`config.mk`:
```
export PLATFORM = sky130hd
export DESIGN_NAME = gdr_regs
export DESIGN_NICKNAME = d
export VERILOG_FILES = /design/src/verilog/gdr_pkg.sv /design/src/verilog/gdr_sticky.sv /design/src/verilog/gdr_bridge_ctrl.sv /design/src/verilog/gdr_regs.sv
export SDC_FILE = /design/constraint.sdc
export NUM_CORES = 1
export LEC_CHECK = 0
export BUFFER_PORTS_ARGS = -buffer_cell sky130_fd_sc_hd__buf_2
export CAP_MARGIN = 15
export CORE_MARGIN = 4
export CORE_UTILIZATION = 40
export DETAILED_ROUTE_END_ITERATION = 8
export GPL_TIMING_DRIVEN = 0
export MAX_ROUTING_LAYER = met4
export SLEW_MARGIN = 10
export SYNTH_ARGS = -nofsm -noshare
export SYNTH_HDL_FRONTEND = slang
export SYNTH_SLANG_ARGS = --single-unit
```
`constraint.sdc`:
```
create_clock -name i_sys_clk -period 3.3 [get_ports i_sys_clk]
set_clock_uncertainty 0.05 [all_clocks]
set_input_delay 0.66 -clock i_sys_clk [delete_from_list [all_inputs] [get_ports i_sys_clk]]
set_output_delay 0.66 -clock i_sys_clk [all_outputs]
set_load 0.05 [all_outputs]
```
`src/verilog/gdr_pkg.sv`:
```
// constants, encodings and types shared by the gate driver register bank
package gdr_pkg;

  // ----------------------------------------
  // frame layout
  // ----------------------------------------
  localparam int FRAME_BITS = 16;
  localparam int CMD_BITS = 5;
  localparam int DATA_W = 11;
  localparam int ADDR_W = 4;
  localparam int RW_POS = 15;
  localparam int ADDR_MSB = 14;
  localparam int ADDR_LSB = 11;
  localparam logic [4:0] CNT_FULL = 5'h10;
  localparam logic [4:0] CNT_OVER = 5'h11;
  localparam logic [4:0] CNT_CMD = 5'h05;

  // ----------------------------------------
  // register offsets
  // ----------------------------------------
  localparam logic [3:0] ADDR_FAULT_PRIMARY = 4'h0;
  localparam logic [3:0] ADDR_FAULT_SECONDARY = 4'h1;
  localparam logic [3:0] ADDR_DRIVER_CONTROL = 4'h2;
  localparam logic [3:0] ADDR_WRITE_LOCK = 4'h3;

  // ----------------------------------------
  // driver control word fields
  // ----------------------------------------
  localparam int CTL_SCOPE = 10;
  localparam int CTL_UV_DIS = 9;
  localparam int CTL_GDE_DIS = 8;
  localparam int CTL_OVERTEMP_WARNING_REPORT = 7;
  localparam int CTL_MODE_MSB = 6;
  localparam int CTL_MODE_LSB = 5;
  localparam int CTL_RECT = 4;
  localparam int CTL_DIR = 3;
  localparam int CTL_HIZ = 2;
  localparam int CTL_LOW_SIDE_ALL_ON = 1;
  localparam int CTL_CLR = 0;
  localparam logic [10:0] CTL_RST = 11'h000;

  // ----------------------------------------
  // write lock field (bits 10:8 of its word)
  // ----------------------------------------
  localparam int LOCK_MSB = 10;
  localparam int LOCK_LSB = 8;
  localparam logic [2:0] LOCK_ENGAGE = 3'h6;
  localparam logic [2:0] LOCK_RELEASE = 3'h3;
  localparam logic [2:0] LOCK_RST = 3'h3;

  // ----------------------------------------
  // status word fields
  // ----------------------------------------
  localparam int ST_SUMMARY = 10;
  localparam int ST_DS_SUM = 9;
  localparam int ST_GDE = 8;
  localparam int ST_SUPPLY_UNDERVOLTAGE_FLAG = 7;
  localparam int ST_OVERTEMP_SHUTDOWN_FLAG = 6;
  localparam int ST2_OTW = 7;
  localparam int ST2_GUV = 6;
  localparam logic [10:0] ST_RST = 11'h000;

  typedef enum logic [1:0] {
    GDR_PWM_SIX = 2'h0,
    GDR_PWM_THREE = 2'h1,
    GDR_PWM_SINGLE = 2'h2,
    GDR_PWM_INDEP = 2'h3
  } gdr_pwm_e;

  // gray along idle -> shift -> commit
  typedef enum logic [1:0] {
    GDR_IDLE = 2'h0,
    GDR_SHIFT = 2'h1,
    GDR_COMMIT = 2'h3
  } gdr_state_e;

endpackage

```
`src/verilog/gdr_sticky.sv`:
```
// sticky fault flags: set by detectors, cleared together by software
`timescale 1ns/1ns
module gdr_sticky
  import gdr_pkg::*;
#(
  parameter int W = 11
) (
  input wire logic i_sys_clk,
  input wire logic i_rst,
  input wire logic [W-1:0] i_set,
  input wire logic i_clr,
  output logic [W-1:0] o_flags
);

  typedef struct packed {
    logic [W-1:0] flags;
  } gdr_sticky_s;

  gdr_sticky_s st_ff;
  gdr_sticky_s nxt_st;

  // set is or-ed after the clear so an event in the clear cycle survives
  always_comb begin
    nxt_st = st_ff;
    nxt_st.flags = (st_ff.flags & ~{W{i_clr}}) | i_set;
  end

  always_ff @(posedge i_sys_clk or posedge i_rst) begin
    if (i_rst) begin
      st_ff <= '0;
    end else begin
      st_ff <= nxt_st;
    end
  end

  assign o_flags = st_ff.flags;

endmodule // gdr_sticky

```
`src/verilog/gdr_bridge_ctrl.sv`:
```
// bridge steering: shutdown scope, all_transistors_hiz, low_side_all_on, single-input options
`timescale 1ns/1ns
module gdr_bridge_ctrl
  import gdr_pkg::*;
(
  input wire logic i_sys_clk,
  input wire logic i_rst,
  input wire logic [10:0] i_ctrl,
  input wire logic [5:0] i_ds_flags,
  input wire logic [2:0] i_shunt_flags,
  input wire logic i_phase_c_high_input,
  input wire logic i_phase_c_low_input,
  output logic [2:0] o_halfbridge_off,
  output logic o_all_transistors_hiz,
  output logic o_low_side_all_on,
  output logic o_single_input_direction,
  output logic o_single_input_rectify_async,
  output logic [1:0] o_pwm_mode
);

  typedef struct packed {
    logic [2:0] hb_off;
    logic hiz;
    logic low_side_all_on;
    logic dir;
    logic rect;
    logic [1:0] mode;
  } gdr_bridge_s;

  gdr_bridge_s st_ff;
  gdr_bridge_s nxt_st;
  logic single_mode;
  logic [2:0] phase_oc;

  assign single_mode = (i_ctrl[CTL_MODE_MSB:CTL_MODE_LSB] == GDR_PWM_SINGLE);

  // phase a is ds bits 5:4 and shunt bit 2, c is ds 1:0 and shunt bit 0
  genvar g;
  generate
    for (g = 0; g < 3; g++) begin : g_phase
      assign phase_oc[g] = |i_ds_flags[2*g+1:2*g] | i_shunt_flags[g];
    end
  endgenerate

  always_comb begin
    nxt_st = st_ff;
    nxt_st.hb_off = i_ctrl[CTL_SCOPE] ? {3{|phase_oc}} : phase_oc;
    nxt_st.hiz = i_ctrl[CTL_HIZ];
    nxt_st.low_side_all_on = i_ctrl[CTL_LOW_SIDE_ALL_ON] | (single_mode & i_phase_c_low_input);
    nxt_st.dir = i_ctrl[CTL_DIR] | (single_mode & i_phase_c_high_input);
    nxt_st.rect = i_ctrl[CTL_RECT];
    nxt_st.mode = i_ctrl[CTL_MODE_MSB:CTL_MODE_LSB];
  end

  always_ff @(posedge i_sys_clk or posedge i_rst) begin
    if (i_rst) begin
      st_ff <= '0;
    end else begin
      st_ff <= nxt_st;
    end
  end

  assign o_halfbridge_off = st_ff.hb_off;
  assign o_all_transistors_hiz = st_ff.hiz;
  assign o_low_side_all_on = st_ff.low_side_all_on;
  assign o_single_input_direction = st_ff.dir;
  assign o_single_input_rectify_async = st_ff.rect;
  assign o_pwm_mode = st_ff.mode;

endmodule // gdr_bridge_ctrl

```
`src/verilog/gdr_regs.sv`:
```
// gate driver fault status and driver control words behind a 16-bit serial port
// Notes on behaviour
// status words are read-only; writes to them change nothing
// first word bit 10 is the or of reported faults, mirrors error pin
// first word bits 9..6: ds overcurrent, gate error, undervoltage, overtemp shutdown
// first word bits 5..0: ds overcurrent per transistor, a high to c low
// second word bits 10..8: shunt overcurrent on phases a, b, c
// second word bit 7 overtemp warning, bit 6 gate supply undervoltage
// second word bits 5..0: gate-source errors per transistor, a high to c low
// control word is read/write and resets to zero
// control bit 10 picks one half-bridge or all three on overcurrent
// control bit 9 set disables the gate supply undervoltage fault
// control bit 8 set disables gate drive error detection
// control bit 7 set lets overtemp warning reach pin and summary bit
// control bits 6:5 choose six, three, single or independent input scheme
// single-input: bit 4 clear synchronous, set asynchronous rectification
// single-input direction is bit 3 or phase c high input pin
// control bit 2 set puts all six transistors high-impedance
// control bit 1 turns low sides on; or-ed with phase c low pin in single-input mode
// writing 1 to control bit 0 clears latched faults; bit self-clears
// frame is 16 bits msb first: rw, 4 address, 11 data
// while locked only lock field and control bits 2:0 accept writes
// fault bits stay set until clear-fault write or reset
// reads return 11 data bits in the low bits, stored value untouched
`timescale 1ns/1ns
module gdr_regs
  import gdr_pkg::*;
(
  input wire logic i_sys_clk,
  input wire logic i_rst,
  // serial port, sampled as synchronous inputs
  input wire logic i_sclk,
  input wire logic i_cs_n,
  input wire logic i_sdi,
  output logic o_sdo,
  output logic o_sdo_oe,
  // detector events
  input wire logic [5:0] i_ds_overcurrent,
  input wire logic [5:0] i_gs_error,
  input wire logic [2:0] i_shunt_overcurrent,
  input wire logic i_supply_undervoltage,
  input wire logic i_overtemp_shutdown,
  input wire logic i_overtemp_warning,
  input wire logic i_gate_supply_undervoltage,
  // pins used in single-input mode
  input wire logic i_phase_c_high_input,
  input wire logic i_phase_c_low_input,
  // driver steering
  output logic o_error_indicator_n,
  output logic [2:0] o_halfbridge_off,
  output logic o_all_transistors_hiz,
  output logic o_low_side_all_on,
  output logic o_single_input_direction,
  output logic o_single_input_rectify_async,
  output logic [1:0] o_pwm_mode
);

  // ----------------------------------------
  // state
  // ----------------------------------------
  typedef struct packed {
    gdr_state_e fsm;
    logic sclk_prev;
    logic [15:0] rx;
    logic [4:0] cnt;
    logic [10:0] tx;
    logic sdo_rel;
    logic [10:0] ctrl;
    logic [2:0] lock;
    logic clr;
    logic fault;
  } gdr_regs_s;

  gdr_regs_s st_ff;
  gdr_regs_s nxt_st;

  logic [9:0] word1_flags;
  logic [10:0] word2_flags;
  logic [9:0] word1_set;
  logic [10:0] word2_set;
  logic [5:0] gs_set;
  logic gate_uv_set;
  logic fault_any;
  logic sclk_fall;
  logic sclk_rise;
  logic [3:0] wr_addr;
  logic [10:0] wr_data;

  // ----------------------------------------
  // fault latching
  // ----------------------------------------
  assign gs_set = i_gs_error & {6{~st_ff.ctrl[CTL_GDE_DIS]}};
  assign gate_uv_set = i_gate_supply_undervoltage & ~st_ff.ctrl[CTL_UV_DIS];

  assign word1_set = {|i_ds_overcurrent, |gs_set, i_supply_undervoltage,
                      i_overtemp_shutdown, i_ds_overcurrent};
  assign word2_set = {i_shunt_overcurrent, i_overtemp_warning, gate_uv_set,
                      gs_set};

  gdr_sticky #(.W(10)) u_word1 (
    .i_sys_clk(i_sys_clk),
    .i_rst(i_rst),
    .i_set(word1_set),
    .i_clr(st_ff.clr),
    .o_flags(word1_flags)
  );

  gdr_sticky #(.W(11)) u_word2 (
    .i_sys_clk(i_sys_clk),
    .i_rst(i_rst),
    .i_set(word2_set),
    .i_clr(st_ff.clr),
    .o_flags(word2_flags)
  );

  // warning counts only when reporting is on; all else is a fault
  assign fault_any = (|word1_flags) | (|word2_flags[10:8]) | word2_flags[ST2_GUV] |
                     (|word2_flags[5:0]) |
                     (word2_flags[ST2_OTW] & st_ff.ctrl[CTL_OVERTEMP_WARNING_REPORT]);

  // ----------------------------------------
  // read decode
  // ----------------------------------------
  function automatic logic [10:0] read_word(input logic [3:0] addr,
                                            input gdr_regs_s s,
                                            input logic [9:0] w1,
                                            input logic [10:0] w2);
    logic [10:0] r;
    r = '0;
    case (addr)
      ADDR_FAULT_PRIMARY: r = {s.fault, w1};
      ADDR_FAULT_SECONDARY: r = w2;
      ADDR_DRIVER_CONTROL: r = s.ctrl;
      ADDR_WRITE_LOCK: r = {s.lock, 8'h00};
      default: r = '0;
    endcase
    return r;
  endfunction

  assign sclk_fall = st_ff.sclk_prev & ~i_sclk;
  assign sclk_rise = ~st_ff.sclk_prev & i_sclk;
  assign wr_addr = st_ff.rx[ADDR_MSB:ADDR_LSB];
  assign wr_data = st_ff.rx[DATA_W-1:0];

  // ----------------------------------------
  // frame engine and write commit
  // ----------------------------------------
  always_comb begin
    nxt_st = st_ff;
    nxt_st.sclk_prev = i_sclk;
    nxt_st.clr = 1'b0;
    nxt_st.fault = fault_any;
    case (st_ff.fsm)
      GDR_IDLE: begin
        nxt_st.sdo_rel = 1'b1;
        if (!i_cs_n) begin
          nxt_st.fsm = GDR_SHIFT;
          nxt_st.cnt = '0;
        end
      end
      GDR_SHIFT: begin
        if (i_cs_n) begin
          nxt_st.sdo_rel = 1'b1;
          // short or long frames are dropped
          nxt_st.fsm = (st_ff.cnt == CNT_FULL) ? GDR_COMMIT : GDR_IDLE;
        end else begin
          if (sclk_fall) begin
            if (st_ff.cnt != CNT_OVER) begin
              nxt_st.cnt = st_ff.cnt + 5'h01;
            end
            if (st_ff.cnt < CNT_FULL) begin
              nxt_st.rx = {st_ff.rx[14:0], i_sdi};
            end
            // address known after the fifth bit: fetch the reply word
            if (st_ff.cnt == CNT_CMD - 5'h01) begin
              nxt_st.tx = read_word({st_ff.rx[2:0], i_sdi}, st_ff, word1_flags,
                                    word2_flags);
            end
          end
          if (sclk_rise) begin
            if (st_ff.cnt >= CNT_CMD && st_ff.cnt < CNT_FULL) begin
              nxt_st.sdo_rel = st_ff.tx[DATA_W-1];
              nxt_st.tx = {st_ff.tx[9:0], 1'b0};
            end else begin
              nxt_st.sdo_rel = 1'b1;
            end
          end
        end
      end
      GDR_COMMIT: begin
        nxt_st.fsm = GDR_IDLE;
        if (!st_ff.rx[RW_POS]) begin
          case (wr_addr)
            ADDR_DRIVER_CONTROL: begin
              if (st_ff.lock == LOCK_ENGAGE) begin
                nxt_st.ctrl[CTL_HIZ:CTL_LOW_SIDE_ALL_ON] = wr_data[CTL_HIZ:CTL_LOW_SIDE_ALL_ON];
              end else begin
                nxt_st.ctrl = {wr_data[10:1], 1'b0};
              end
              nxt_st.clr = wr_data[CTL_CLR];
            end
            ADDR_WRITE_LOCK: begin
              if (st_ff.lock == LOCK_ENGAGE) begin
                if (wr_data[LOCK_MSB:LOCK_LSB] == LOCK_RELEASE) begin
                  nxt_st.lock = LOCK_RELEASE;
                end
              end else if (wr_data[LOCK_MSB:LOCK_LSB] == LOCK_ENGAGE) begin
                nxt_st.lock = LOCK_ENGAGE;
              end
            end
            // status words and unmapped addresses take no writes
            default: nxt_st.ctrl = st_ff.ctrl;
          endcase
        end
      end
      default: nxt_st.fsm = GDR_IDLE;
    endcase
  end

  always_ff @(posedge i_sys_clk or posedge i_rst) begin
    if (i_rst) begin
      st_ff.fsm <= GDR_IDLE;
      st_ff.sclk_prev <= 1'b0;
      st_ff.rx <= '0;
      st_ff.cnt <= '0;
      st_ff.tx <= '0;
      st_ff.sdo_rel <= 1'b1;
      st_ff.ctrl <= CTL_RST;
      st_ff.lock <= LOCK_RST;
      st_ff.clr <= 1'b0;
      st_ff.fault <= 1'b0;
    end else begin
      st_ff <= nxt_st;
    end
  end

  // ----------------------------------------
  // outputs
  // ----------------------------------------
  // open drain: only ever pulls low, released while deselected
  assign o_sdo = 1'b0;
  assign o_sdo_oe = ~i_cs_n & (st_ff.fsm == GDR_SHIFT) & ~st_ff.sdo_rel;
  assign o_error_indicator_n = ~st_ff.fault;

  gdr_bridge_ctrl u_bridge (
    .i_sys_clk(i_sys_clk),
    .i_rst(i_rst),
    .i_ctrl(st_ff.ctrl),
    .i_ds_flags(word1_flags[5:0]),
    .i_shunt_flags({word2_flags[10], word2_flags[9], word2_flags[8]}),
    .i_phase_c_high_input(i_phase_c_high_input),
    .i_phase_c_low_input(i_phase_c_low_input),
    .o_halfbridge_off(o_halfbridge_off),
    .o_all_transistors_hiz(o_all_transistors_hiz),
    .o_low_side_all_on(o_low_side_all_on),
    .o_single_input_direction(o_single_input_direction),
    .o_single_input_rectify_async(o_single_input_rectify_async),
    .o_pwm_mode(o_pwm_mode)
  );

endmodule // gdr_regs

```
==> results.yml <==
die:
  die_area_sq_um: 10200
  coreArea_sq_um: 8340
  placementRows: 33
  die_w_microns: 101
  pin_count: 38
  die-height_microns: 101
  initial_core_util_pct: 41.6
finish:
  area_growth_pct: 14.9
  layout.nets: 352
  n_antenna_cell: 0
  drive_gt1_share_pct: 29.3
  fin_area_sq_um: 3980
  stdcell_count: 433
critical_path:
  critPathLaunchType: "flip-flop"
  r2r_cells: 6
  cp.required_ps: 2590
  rr_startpoint: "st_ff[51]$_DFFE_PP0P_"
  timing.rr.end: "st_ff[38]$_DFFE_PP0P_"
  rrSetupSlack_ps: 1120
  crit_type: "reg -> out"
  end_kind: "output port"
  arrival_ps: 1600
  cp_max_fo: 9
placement:
  gp_congestion: 0.821
  placed_cell_area_sq_um: 3800
  port_buffers: 36
  dp_hpwl_mm: 5.25
  dp.cells: 417
  place_ws_ps: 809
yosys:
  synthDominantCellAreaShare_pct: 56.3
  synth_area_leaders: "dfrtp_1 (56%), mux2_2 (8.4%), a21o_1 (3.5%)"
  ys_seq_elements: 80
  syn_inst: 275
  netlist_area_sq_um: 3470
  synth-edff-count: 0
  netlist-cell-type-count: 52
  postSynthAreaPerCell_sq_um: 12.6
  yosysMostFrequentCell: "dfrtp_1"
  yosysTopAreaCell: "dfrtp_1"
  yosys-top-cells-count: "dfrtp_1 (78), mux2_2 (26), a21o_1 (16)"
  synth_seq_area_share_pct: 57.8
  syn_nets: 304
  synth_ff_type: "dfrtp_1"
  async_reset_ff_share_pct: 100
  ys_warn_count: 0
grt:
  grt-ovfl-total: 0
  grt_pass1_vias: 2356
  grt_pass1_wl_mm: 12.0
  grt_usage_pct: 15.5
  grt_max_degree: 42
  grt_antenna_before_repair: 0
timing:
  max_slew_margin_pct: 59.0
  finalSetupViolCount: 0
  rsz0062_at_grt: "false"
  fmax_mhz: 433
  hold_viol_final: 0
  finalCritPeriodShare_pct: 69.9
  worst_pin_slew_ps: 615
  maxSlewViolCount: 0
  fin_setup_tns_ps: 0
  period_needed_ps: 2310
  hold_slack_ps: 288
  fin_ws_ps: 992
clocking:
  clk_latency_ps: 360
  numCtsBuffers: 9
  htreeDepth: 3
  cts_setup_buffers: 0
  cts.path.max_buffers: 2
  cts_hold_repair.buffers: 0
  clk_pin_slew_ps: 80
  cts_sinks: 80
  cts_root_buffer: "clkbuf_8"
  cts_tree: "yes"
  ctsResizeCount: 0
drt:
  routed_wl_mm: 7.12
  met2_length_mm: 3.10
  met1_length_mm: 3.67
  ant_nets: 0
  wl_met3_microns: 287
  drt-vias-per-instance: 5.33
  drt_iter0_drc: 77
  routed.top_layer: "met4"
  vias: 2309
  route.detailed.drc: 0
  first_pass_iters: 4
  wl_per_cell_microns: 16.4
power:
  ir_drop_mv: 0.292
  p_per_area_nw_per_um2: 464
  leakage_nw: 1.79
job:
  maxCapViolations: 0
outcome:
  outcome: "finished clean"
hold_path:
  hold_class: "in -> async"
-- through the flow --
| stage | power, W | utilization [%] |
|---|---|---|
| floorplan | 0.00114 | - |
| global placement | 0.00120 | 45.3 |
| detailed placement | 0.00120 | 45.6 |
| CTS | 0.00187 | 47.8 |
| global route | 0.00193 | 47.8 |
| finish | 0.00185 | 47.8 |
-- logic make-up after synthesis --
family / after synthesis / synth area share [%]
AO/OA/AOI/OAI: 62 / 13.6
XOR/XNOR: 1 / 0.253
adder cells (fa/ha/maj): 3 / 1.08
buffers and inverters: 24 / 3.18
flip-flops: 80 / 57.8
multiplexers: 39 / 12.9
other: 1 / 0.108
AND/OR/NAND/NOR: 65 / 11.0
-- layout by cell type, fill, tap and decap left out, types with 3 or more instances in the layout --
cell | netlist | routed
clkbuf_1 | 6 | 6
mux2i_1 | 11 | 11
nand2_1 | 13 | 13
a31oi_1 | 3 | 3
ha_1 | 3 | 3
and2_1 | 9 | 9
o21ai_0 | 7 | 7
buf_2 | 1 | 37
nor3_1 | 5 | 5
a21o_1 | 16 | 16
nor2b_1 | 3 | 3
a221o_1 | 8 | 8
nor2_1 | 10 | 10
a22o_1 | 11 | 11
dfrtp_1 | 78 | 78
inv_1 | 12 | 11
a21oi_1 | 7 | 7
inv_6 | 0 | 4
mux2_2 | 26 | 26
clkbuf_8 | 0 | 9
nor4_1 | 4 | 4
-- power breakdown --
part | total, W | internal [W] | switching (W)
Combinational | 0.000148 | 0.0000646 | 0.0000831
Sequential | 0.00103 | 0.00101 | 0.0000269
Clock | 0.000669 | 0.000286 | 0.000383
Total | 0.00185 | 0.00136 | 0.000493
-- critical path: stages, from the launching register on --
cell and delay (ps):
dfrtp_1 380, buf_6 130, or3b_4 370, nor2_1 100
buf_2 270
-- layout make-up --
| cell class | count | area [sq um] |
|---|---|---|
| multi-input cells | 171 | 1350 |
| plain buffers | 12 | 65.1 |
| clock inverters | 7 | 60.1 |
| repair buffers | 37 | 200 |
| inverters | 12 | 47.5 |
| fillers | 794 | 4360 |
| flip-flops and latches | 80 | 2000 |
| well taps | 105 | 131 |
| clock buffers | 9 | 124 |
-- state kept, by name, summed over array words and instances (netlist names) --
name / flops
u_bridge.o_halfbridge_off: 3
st_ff: 50
u_bridge.o_single_input_direction: 1
u_word2.o_flags: 11
u_bridge.o_low_side_all_on: 1
u_word1.o_flags: 10
u_bridge.o_single_input_rectify_async: 1
u_bridge.o_all_transistors_hiz: 1
u_bridge.o_pwm_mode: 2
-- routing by layer --
metal / up-vias / track usage [%]
met4: 0 / 3.07
met2: 49 / 22.2
met3: 8 / 4.64
met5: - / -
met1: 1152 / 22.0
li1: 1100 / -
-- worst max path at each step --
stage	startpoint	to
detailed placement	i_cs_n	st_ff[39]$_DFFE_PP0P_
CTS	st_ff[51]$_DFFE_PP0P_	o_sdo_oe
global placement	i_rst	u_word1.o_flags[1]$_DFF_PP0_
global route	st_ff[51]$_DFFE_PP0P_	o_sdo_oe
finish	st_ff[51]$_DFFE_PP0P_	o_sdo_oe
floorplan	i_rst	st_ff[0]$_DFF_PP0_
No activity file was read; power rests on OpenSTA's default activity.
